===== src/sltc_pkg.sv =====
package sltc_pkg;
	// ----------------------------------------
	// Travel limits
	// ----------------------------------------
	localparam int SLTC_POS_W = 32;
	localparam logic signed [31:0] SLTC_POS_MAX = 32'sh3FFF_FFFF;
	localparam logic signed [31:0] SLTC_POS_MIN = -32'sh3FFF_FFFF;
	localparam logic signed [31:0] SLTC_FWD_BOUND_RST = SLTC_POS_MAX;
	localparam logic signed [31:0] SLTC_REV_BOUND_RST = SLTC_POS_MIN;
	// ----------------------------------------
	// Selection fields
	// ----------------------------------------
	localparam logic [1:0] SLTC_SEL_BOTH_ON = 2'h0;
	localparam logic [1:0] SLTC_SEL_FWD_OFF = 2'h1;
	localparam logic [1:0] SLTC_SEL_REV_OFF = 2'h2;
	localparam logic [1:0] SLTC_SEL_BOTH_OFF = 2'h3;
	localparam logic [1:0] SLTC_SEL_RST = SLTC_SEL_BOTH_OFF;
	localparam logic SLTC_REFCHK_OFF = 1'b0;
	localparam logic SLTC_REFCHK_ON = 1'b1;
	localparam logic SLTC_REFCHK_RST = SLTC_REFCHK_OFF;
	// ----------------------------------------
	// Torque caps, percent of rated
	// ----------------------------------------
	localparam int SLTC_TQ_W = 10;
	localparam logic [9:0] SLTC_TQ_MAX = 10'h320;
	localparam logic [9:0] SLTC_TQ_ROT_RST = 10'h320;
	localparam logic [9:0] SLTC_TQ_LIN_RST = 10'h01E;
	localparam logic [9:0] SLTC_TQ_EXT_RST = 10'h064;
	// ----------------------------------------
	// Control modes and stop states
	// ----------------------------------------
	typedef enum logic [1:0] {
		SLTC_MODE_POS = 2'h0,
		SLTC_MODE_SPD = 2'h1,
		SLTC_MODE_TRQ = 2'h2
	} sltc_mode_e;
	typedef enum logic [1:0] {
		SLTC_ST_RUN = 2'b00,
		SLTC_ST_ESTOP = 2'b01,
		SLTC_ST_DECEL = 2'b11
	} sltc_state_e;
endpackage : sltc_pkg


===== src/sltc_soft_limit_torque_clamp.sv =====
// Functional notes
// - Crossing an enabled travel bound triggers emergency stop like overtravel.
// - Bounds ignored until origin set by zero return, valid preset, or sensor-on with absolute encoder.
// - Select field: 0 both on, 1 fwd off, 2 rev off, 3 both off; reset 3.
// - Signed forward and reverse bounds, range +/-1073741823, defaults max and min.
// - With checking on, out-of-range target is replaced by the bound.
// - Reference check field: 0 skip (default), 1 check positioning/interpolation targets.
// - Forward torque clamped to forward cap, reverse torque to reverse cap.
// - Rotary caps are percent of rated, 0 to 800, default 800.
// - Linear force caps percent of rated, 0 to 800, default 30.
// - Caps above motor maximum clamp to motor maximum.
// - External cap input applies in speed, position and torque control.
// - Command torque data and command cap bits apply only in speed/position.
// - Forward external input active: lesser of internal and external cap.
module sltc_soft_limit_torque_clamp
	import sltc_pkg::*;
(
	// Clock and reset
	input wire logic clk_in,
	input wire logic rst_in,
	// Configuration
	input wire logic [1:0] soft_limit_function_select_in,
	input wire logic ref_check_select_in,
	input wire logic signed [sltc_pkg::SLTC_POS_W-1:0] forward_travel_bound_in,
	input wire logic signed [sltc_pkg::SLTC_POS_W-1:0] reverse_travel_bound_in,
	input wire logic config_load_in,
	input wire logic linear_motor_in,
	input wire logic [sltc_pkg::SLTC_TQ_W-1:0] fwd_internal_torque_cap_in,
	input wire logic [sltc_pkg::SLTC_TQ_W-1:0] rev_internal_torque_cap_in,
	input wire logic [sltc_pkg::SLTC_TQ_W-1:0] fwd_internal_force_cap_in,
	input wire logic [sltc_pkg::SLTC_TQ_W-1:0] rev_internal_force_cap_in,
	input wire logic [sltc_pkg::SLTC_TQ_W-1:0] fwd_external_torque_cap_in,
	input wire logic [sltc_pkg::SLTC_TQ_W-1:0] rev_external_torque_cap_in,
	input wire logic [sltc_pkg::SLTC_TQ_W-1:0] motor_max_torque_in,
	// Motion commands
	input wire sltc_pkg::sltc_mode_e control_mode_in,
	input wire logic zero_return_cmd_in,
	input wire logic position_preset_cmd_in,
	input wire logic origin_valid_flag_in,
	input wire logic sensor_power_on_cmd_in,
	input wire logic absolute_encoder_in,
	input wire logic positioning_cmd_in,
	input wire logic interpolation_cmd_in,
	input wire logic signed [sltc_pkg::SLTC_POS_W-1:0] target_position_in,
	input wire logic cmd_torque_cap_valid_in,
	input wire logic [sltc_pkg::SLTC_TQ_W-1:0] cmd_torque_cap_data_in,
	input wire logic fwd_cmd_torque_cap_bit_in,
	input wire logic rev_cmd_torque_cap_bit_in,
	input wire logic stop_clear_in,
	// Feedback and pins
	input wire logic signed [sltc_pkg::SLTC_POS_W-1:0] current_position_in,
	input wire logic forward_overtravel_input_in,
	input wire logic reverse_overtravel_input_in,
	input wire logic fwd_external_cap_input_in,
	input wire logic rev_external_cap_input_in,
	// Torque path
	input wire logic signed [sltc_pkg::SLTC_TQ_W:0] torque_request_in,
	output logic signed [sltc_pkg::SLTC_TQ_W:0] torque_out,
	// Status
	output logic origin_defined_out,
	output logic emergency_stop_out,
	output logic fwd_soft_limit_out,
	output logic rev_soft_limit_out,
	output logic decel_stop_out,
	output logic signed [sltc_pkg::SLTC_POS_W-1:0] target_position_out,
	output logic target_valid_out,
	output logic [sltc_pkg::SLTC_TQ_W-1:0] fwd_cap_out,
	output logic [sltc_pkg::SLTC_TQ_W-1:0] rev_cap_out
);
	import sltc_pkg::*;

	// ----------------------------------------
	// Pin synchronisers
	// ----------------------------------------
	logic [3:0] pin_meta;
	logic [3:0] pin_sync;
	always_ff @(posedge clk_in) begin
		if (rst_in) begin
			pin_meta <= 4'h0;
			pin_sync <= 4'h0;
		end else begin
			pin_meta <= {rev_external_cap_input_in, fwd_external_cap_input_in,
				reverse_overtravel_input_in, forward_overtravel_input_in};
			pin_sync <= pin_meta;
		end
	end
	logic fwd_ot;
	logic rev_ot;
	logic fwd_ext;
	logic rev_ext;
	assign fwd_ot = pin_sync[0];
	assign rev_ot = pin_sync[1];
	assign fwd_ext = pin_sync[2];
	assign rev_ext = pin_sync[3];

	// ----------------------------------------
	// Configuration registers
	// ----------------------------------------
	// Reset defaults stand until software loads; loads act next cycle
	logic [1:0] sel;
	logic ref_check;
	logic signed [SLTC_POS_W-1:0] fwd_bound;
	logic signed [SLTC_POS_W-1:0] rev_bound;
	always_ff @(posedge clk_in) begin
		if (rst_in) begin
			sel <= SLTC_SEL_RST;
			ref_check <= SLTC_REFCHK_RST;
			fwd_bound <= SLTC_FWD_BOUND_RST;
			rev_bound <= SLTC_REV_BOUND_RST;
		end else if (config_load_in) begin
			sel <= soft_limit_function_select_in;
			ref_check <= ref_check_select_in;
			fwd_bound <= sat_pos(forward_travel_bound_in);
			rev_bound <= sat_pos(reverse_travel_bound_in);
		end
	end

	function automatic logic signed [SLTC_POS_W-1:0] sat_pos(
		input logic signed [SLTC_POS_W-1:0] v);
		if (v > SLTC_POS_MAX) begin
			sat_pos = SLTC_POS_MAX;
		end else if (v < SLTC_POS_MIN) begin
			sat_pos = SLTC_POS_MIN;
		end else begin
			sat_pos = v;
		end
	endfunction : sat_pos

	function automatic logic [SLTC_TQ_W-1:0] sat_tq(input logic [SLTC_TQ_W-1:0] v);
		sat_tq = (v > SLTC_TQ_MAX) ? SLTC_TQ_MAX : v;
	endfunction : sat_tq

	logic fwd_enabled;
	logic rev_enabled;
	assign fwd_enabled = (sel == SLTC_SEL_BOTH_ON) || (sel == SLTC_SEL_REV_OFF);
	assign rev_enabled = (sel == SLTC_SEL_BOTH_ON) || (sel == SLTC_SEL_FWD_OFF);

	// ----------------------------------------
	// Origin tracking
	// ----------------------------------------
	logic origin_defined;
	always_ff @(posedge clk_in) begin
		if (rst_in) begin
			origin_defined <= 1'b0;
		end else if (zero_return_cmd_in
			|| (position_preset_cmd_in && origin_valid_flag_in)
			|| (absolute_encoder_in && sensor_power_on_cmd_in)) begin
			origin_defined <= 1'b1;
		end else if (position_preset_cmd_in) begin
			origin_defined <= 1'b0;
		end
	end
	assign origin_defined_out = origin_defined;

	// ----------------------------------------
	// Travel supervision
	// ----------------------------------------
	logic fwd_past;
	logic rev_past;
	logic target_clipped;
	assign fwd_past = origin_defined && fwd_enabled
		&& (current_position_in > fwd_bound);
	assign rev_past = origin_defined && rev_enabled
		&& (current_position_in < rev_bound);

	sltc_state_e state;
	sltc_state_e next_state;
	always_comb begin
		next_state = state;
		case (state)
			SLTC_ST_RUN: begin
				if (fwd_past || rev_past || fwd_ot || rev_ot) begin
					next_state = SLTC_ST_ESTOP;
				end else if (target_clipped) begin
					next_state = SLTC_ST_DECEL;
				end
			end
			SLTC_ST_DECEL: begin
				if (fwd_past || rev_past || fwd_ot || rev_ot) begin
					next_state = SLTC_ST_ESTOP;
				end else if (stop_clear_in) begin
					next_state = SLTC_ST_RUN;
				end
			end
			SLTC_ST_ESTOP: begin
				// Stop holds until cleared with the axis back in range
				if (stop_clear_in && !(fwd_past || rev_past || fwd_ot || rev_ot)) begin
					next_state = SLTC_ST_RUN;
				end
			end
			default: begin
				next_state = SLTC_ST_ESTOP;
			end
		endcase
	end
	always_ff @(posedge clk_in) begin
		if (rst_in) begin
			state <= SLTC_ST_RUN;
		end else begin
			state <= next_state;
		end
	end

	always_ff @(posedge clk_in) begin
		if (rst_in) begin
			emergency_stop_out <= 1'b0;
			decel_stop_out <= 1'b0;
			fwd_soft_limit_out <= 1'b0;
			rev_soft_limit_out <= 1'b0;
		end else begin
			emergency_stop_out <= (next_state == SLTC_ST_ESTOP);
			decel_stop_out <= (next_state == SLTC_ST_DECEL);
			fwd_soft_limit_out <= fwd_past;
			rev_soft_limit_out <= rev_past;
		end
	end

	// ----------------------------------------
	// Target reference checking
	// ----------------------------------------
	logic target_cmd;
	logic check_on;
	logic tgt_over;
	logic tgt_under;
	assign target_cmd = positioning_cmd_in || interpolation_cmd_in;
	assign check_on = (ref_check == SLTC_REFCHK_ON) && origin_defined;
	assign tgt_over = check_on && fwd_enabled && (target_position_in > fwd_bound);
	assign tgt_under = check_on && rev_enabled && (target_position_in < rev_bound);
	assign target_clipped = target_cmd && (tgt_over || tgt_under);

	always_ff @(posedge clk_in) begin
		if (rst_in) begin
			target_position_out <= '0;
			target_valid_out <= 1'b0;
		end else begin
			target_valid_out <= target_cmd;
			if (target_cmd) begin
				if (tgt_over) begin
					target_position_out <= fwd_bound;
				end else if (tgt_under) begin
					target_position_out <= rev_bound;
				end else begin
					target_position_out <= target_position_in;
				end
			end
		end
	end

	// ----------------------------------------
	// Torque caps
	// ----------------------------------------
	// Linear motors use force caps; the percent range is shared
	logic [SLTC_TQ_W-1:0] fwd_int;
	logic [SLTC_TQ_W-1:0] rev_int;
	logic cmd_mode_ok;
	logic [SLTC_TQ_W-1:0] fwd_cap;
	logic [SLTC_TQ_W-1:0] rev_cap;
	assign fwd_int = sat_tq(linear_motor_in ? fwd_internal_force_cap_in
		: fwd_internal_torque_cap_in);
	assign rev_int = sat_tq(linear_motor_in ? rev_internal_force_cap_in
		: rev_internal_torque_cap_in);
	assign cmd_mode_ok = (control_mode_in != SLTC_MODE_TRQ);

	sltc_torque_cap u_fwd_cap (
		.internal_cap_in(fwd_int),
		.external_cap_in(sat_tq(fwd_external_torque_cap_in)),
		.cmd_cap_in(sat_tq(cmd_torque_cap_data_in)),
		.motor_max_in(motor_max_torque_in),
		.external_active_in(fwd_ext),
		.cmd_active_in(cmd_mode_ok && cmd_torque_cap_valid_in),
		.cmd_bit_active_in(cmd_mode_ok && fwd_cmd_torque_cap_bit_in),
		.cap_out(fwd_cap)
	);
	sltc_torque_cap u_rev_cap (
		.internal_cap_in(rev_int),
		.external_cap_in(sat_tq(rev_external_torque_cap_in)),
		.cmd_cap_in(sat_tq(cmd_torque_cap_data_in)),
		.motor_max_in(motor_max_torque_in),
		.external_active_in(rev_ext),
		.cmd_active_in(cmd_mode_ok && cmd_torque_cap_valid_in),
		.cmd_bit_active_in(cmd_mode_ok && rev_cmd_torque_cap_bit_in),
		.cap_out(rev_cap)
	);

	// Torque forced to zero while stopped by emergency
	always_ff @(posedge clk_in) begin
		if (rst_in) begin
			torque_out <= '0;
			fwd_cap_out <= SLTC_TQ_ROT_RST;
			rev_cap_out <= SLTC_TQ_ROT_RST;
		end else begin
			fwd_cap_out <= fwd_cap;
			rev_cap_out <= rev_cap;
			if (next_state == SLTC_ST_ESTOP) begin
				torque_out <= '0;
			end else if (torque_request_in > $signed({1'b0, fwd_cap})) begin
				torque_out <= $signed({1'b0, fwd_cap});
			end else if (torque_request_in < -$signed({1'b0, rev_cap})) begin
				torque_out <= -$signed({1'b0, rev_cap});
			end else begin
				torque_out <= torque_request_in;
			end
		end
	end
endmodule : sltc_soft_limit_torque_clamp


===== src/sltc_torque_cap.sv =====
module sltc_torque_cap
	import sltc_pkg::*;
(
	// Caps
	input wire logic [sltc_pkg::SLTC_TQ_W-1:0] internal_cap_in,
	input wire logic [sltc_pkg::SLTC_TQ_W-1:0] external_cap_in,
	input wire logic [sltc_pkg::SLTC_TQ_W-1:0] cmd_cap_in,
	input wire logic [sltc_pkg::SLTC_TQ_W-1:0] motor_max_in,
	// Qualifiers
	input wire logic external_active_in,
	input wire logic cmd_active_in,
	input wire logic cmd_bit_active_in,
	// Result
	output logic [sltc_pkg::SLTC_TQ_W-1:0] cap_out
);
	import sltc_pkg::*;

	function automatic logic [SLTC_TQ_W-1:0] tq_min(input logic [SLTC_TQ_W-1:0] a,
		input logic [SLTC_TQ_W-1:0] b);
		tq_min = (a < b) ? a : b;
	endfunction : tq_min

	always_comb begin
		cap_out = internal_cap_in;
		if (external_active_in) begin
			cap_out = tq_min(cap_out, external_cap_in);
		end
		if (cmd_active_in) begin
			cap_out = tq_min(cap_out, cmd_cap_in);
		end
		if (cmd_bit_active_in) begin
			cap_out = tq_min(cap_out, external_cap_in);
		end
		cap_out = tq_min(cap_out, motor_max_in);
	end
endmodule : sltc_torque_cap

===== config.mk =====
export PLATFORM = sky130hd
export DESIGN_NAME = sltc_soft_limit_torque_clamp
export DESIGN_NICKNAME = d
export VERILOG_FILES = /design/src/sltc_pkg.sv /design/src/sltc_soft_limit_torque_clamp.sv /design/src/sltc_torque_cap.sv
export SDC_FILE = /design/constraint.sdc
export NUM_CORES = 1
export LEC_CHECK = 0
export ABC_AREA = 1
export BUFFER_PORTS_ARGS = -buffer_cell sky130_fd_sc_hd__buf_2
export CORE_ASPECT_RATIO = 0.8
export CORE_MARGIN = 3
export CORE_UTILIZATION = 40
export CTS_BUF_LIST = sky130_fd_sc_hd__clkbuf_2
export CTS_CLUSTER_DIAMETER = 30
export DETAILED_ROUTE_END_ITERATION = 10
export PLACE_DENSITY = 0.7
export SLEW_MARGIN = 40
export SYNTH_ARGS = -nofsm -noshare
export SYNTH_HDL_FRONTEND = slang
export SYNTH_HIERARCHICAL = 1
export SYNTH_SLANG_ARGS = --single-unit

===== constraint.sdc =====
create_clock -name clk_in -period 11.99 [get_ports clk_in]
set_clock_uncertainty 0.15 [all_clocks]
set_input_delay 0.5995 -clock clk_in [delete_from_list [all_inputs] [get_ports clk_in]]
set_output_delay 0.5995 -clock clk_in [all_outputs]
set_load 0.05 [all_outputs]

==> impl.org <==
** Drt
- Antenna violation net count after detailed routing :: 0
- Detailed-route wire length per cell :: 17.12 um
- Count of unresolved DRC violations after routing :: 1
- Via count :: 14,680
- Vias per Instance :: 5.343
- Number of iterations in the first detailed-routing pass :: 9
- In this run, the number of DRC markers left after iteration 0 of detailed routing was 1,436.
- The routed design has 47.06 mm of wire.

** Timing
- Final setup violation count :: 0
- Setup repair after global routing left no endpoint under its margin.
- Setup total negative slack on the finished layout was measured at 0 ns.
- The clock period could shrink to 10.18 ns.
- Max-slew violations :: 0
- Static timing analysis puts the maximum clock frequency at 98.24 MHz.
- Worst rel slew slack :: 0.4929
- Worst Max-Slew Pin Slew :: 0.7606 ns
- The final number of hold-violating endpoints is 0.
- Of the available clock period, the critical path in the final layout requires 0.8490.

** Clock network
- In this run, post-CTS repair resized a total of 0 instances.
- Root Buffer Master :: sky130_fd_sc_hd__clkbuf_2
- H-tree Lvls :: 4
- CTS max path bufs :: 2
- Clock tree synthesis inserted a total of 17 buffers.
- Clock-pin transition on the worst setup and hold timing paths :: 0.24 ns
- Clock latency on the worst-skew pair, taken at its later pin, is 0.79 ns.
- After clock tree synthesis, the setup repair step added 0 buffers.
- Count of clock tree sinks :: 146
- TritonCTS built the clock tree.
- Hold Buf Count CTS :: 85

** Synthesis
- Count of yosys warnings during synthesis :: 6
- After synthesis the cells add up to 13,150 um2.
- For this run, asynchronously set or reset flops after synthesis account for 0.
- When the netlist entered floorplanning its net count stood at 2,429.
- Count of different cell masters after synthesis :: 50
- Synthesized flop and latch total :: 146
- The most used flip-flop cell after synthesis is sky130_fd_sc_hd__dfxtp_1.
- Share of synthesized area occupied by flip-flops and latches :: 0.2223
- Each instance of the synthesized netlist takes up on average 6.691 um2.
- Count of flip-flops with a built-in enable after synthesis :: 0
- Synthesis handed over a netlist of 1,965 instances.

** Setup path
- Of all nets on the critical path, the largest fanout is 22.
- Cell type with the highest occurrence count on the critical path :: sky130_fd_sc_hd__nand2_1
- Standard cell with the maximum stage delay on the critical path :: sky130_fd_sc_hd__buf_2
- Worst EP arrival :: 10.72 ns
- STA classifies the critical path endpoint as a flop.
- For flop-to-flop paths, the worst setup slack is 3.71 ns.
- STA classifies the critical path startpoint as an input port.
- Required time at the worst-slack endpoint :: 12.53 ns
- Category of the most critical setup path :: input port to flop
- For this run, the slowest stage of the critical path takes 0.48 ns.

** Final layout
- Relative to the synthesized area, the layout overhead comes to 22.81%.
- Summing all flip-flop and latch instances after layout gives 2923 um2.
- After the last flow step, the layout net total stands at 2,774.
- After filler insertion, the fill cell instance count of the layout stands at 3,173.
- Of the cells placed in the final design, the portion with a size suffix greater than 1 is 0.1795.
- Leading cell type in the layout, fill and taps excluded :: sky130_fd_sc_hd__nand2_1
- For this run, the share of the core covered by cells in the final layout is 0.5057.
- Most frequent cells in the layout :: sky130_fd_sc_hd__nand2_1, sky130_fd_sc_hd__inv_1, sky130_fd_sc_hd__buf_2, sky130_fd_sc_hd__ha_1, sky130_fd_sc_hd__o21ai_0
- Total area of multi-input combinational cells :: 8676 um2

** GRT
- The total overflow left after global routing is 0.
- Number of global-route vias before repair :: 13,730
- For this run, the total global-route usage over all layers was measured as 0.2563.
- The first global-routing pass estimated 72.82 mm of wire.
- Entering global routing, the biggest net connects 71 pins.
- The initial antenna violation count is 5.

** Floorplan
- After floorplanning, the core was sized to cover 31,930 um2.
- Die Width :: 208.7 um
- The initial utilization of the core area, before any placement, comes to 0.4118.
- Boundary Pins :: 312
- In this run the vertical extent of the chip is 168.2 um.
- The floorplan has 58 rows.
- Die ar. :: 35,090 um2

** Status
- Run status :: finished with violations
- Failing checks :: DRC

** Placement
- During placement, the flow inserted port buffers numbering 311.
- Half-perimeter wire length of the detailed placement result :: 36.55 mm
- Final weighted congestion in routability-driven placement :: 0.9441

** Power and ir drop
- The analysis attributes to cell leakage a power of 8.840 nW.
- Max VDD drop :: 0.00009401 V
- In this run the power density over the cells is 111.8 nW/um2.

** Flow run
- Max capacitance violation total :: 0

** Worst hold path
- Hold WC Path Type :: input port to flop
-- kinds of logic after synthesis --
group                    Yosys count  synth area share
XOR/XNOR                           7          0.004663
adder cells (fa/ha/maj)          221            0.2103
multiplexers                      18           0.01389
flip-flops                       146            0.2223
AO/OA/AOI/OAI                    462            0.1941
AND/OR/NAND/NOR                  711            0.2353
buffers and inverters            400            0.1193
-- flip-flops by register name (all words and copies together), names as in the netlist, 2 cells and up --
register / flops
fwd_bound: 32
fwd_cap_out: 10
pin_meta: 4
pin_sync: 4
rev_bound: 32
rev_cap_out: 10
sel: 2
state: 2
target_position_out: 32
torque_out: 11
-- final cells by class --
type,count,share of cell area
diodes,5,0.0007749
clock buffers,18,0.005579
clock inverters,14,0.01457
inverters,322,0.07493
multi-input cells,1419,0.5373
flip-flops and latches,146,0.1810
well taps,420,0.03255
repair buffers,404,0.1533
-- critical path, delay by kind of cell --
family | cells | cell delay, ns
multiplexers | 1 | 0.35
AND/OR/NAND/NOR | 33 | 4.52
AO/OA/AOI/OAI | 13 | 2.50
adder cells (fa/ha/maj) | 6 | 1.70
buffers and inverters | 6 | 1.01
-- Yosys cell counts (all sizes together), types with 7 or more instances --
master	number	area [um2]
dfxtp	146	2923
o21ai	250	1251
a21oi	139	695.7
nand3	102	535.5
clkbuf	46	175.2
nand2	377	1508
nor3	15	80.08
inv	321	1205
buf	32	185.2
ha	221	2765
nand4	30	187.7
nor4	7	43.79
o221ai	31	271.5
xor2	7	61.31
mux2i	16	160.2
nor2	169	664.4
-- per-layer routing --
| metal | GRT usage | up-vias | part of all wire |
|---|---|---|---|
| met1 | 0.3660 | 6698 | 0.46 |
| met4 | 0.06374 | 0 | 0.021 |
| met5 | 0 | - | 0 |
| li1 | - | 7247 | - |
| met2 | 0.3980 | 652 | 0.43 |
| met3 | 0.04955 | 85 | 0.089 |
-- report_power, final --
group | internal (mW) | leakage [nW] | switching (mW) | total (mW)
logic | 0.288 | 7.45 | 0.573 | 0.861
registers | 0.534 | 1.21 | 0.0254 | 0.560
clock network | 0.179 | 0.180 | 0.204 | 0.384
-- metrics by stage --
stage | cells | total power, mW | instance area, um2 | setup WS [ns] | hold WS [ns]
after global placement | 2625 | 1.369 | 14940 | 1.593 | 0.2455
after floorplan | 1965 | 1.149 | 13150 | 2.668 | 0.2383
after detailed placement | 2626 | 1.390 | 14960 | 1.174 | 0.2475
after global routing | 2748 | 1.938 | 16150 | 0.8405 | 0.01929
after CTS | 2743 | 1.800 | 16130 | 2.023 | 0.002318
final | 2748 | 1.804 | 16150 | 1.810 | 0.05466
-- worst paths after layout --
check                                    from       endpoint  cells past startpoint
setup / recovery              linear_motor_in  torque_out[5]                     59
hold / removal    reverse_travel_bound_in[19]  rev_bound[19]                      5
setup reg to reg                  pin_sync[3]  torque_out[5]                     45
hold reg to reg                   pin_meta[3]    pin_sync[3]                      2
Note: power is estimated with default switching activity, not from simulation.
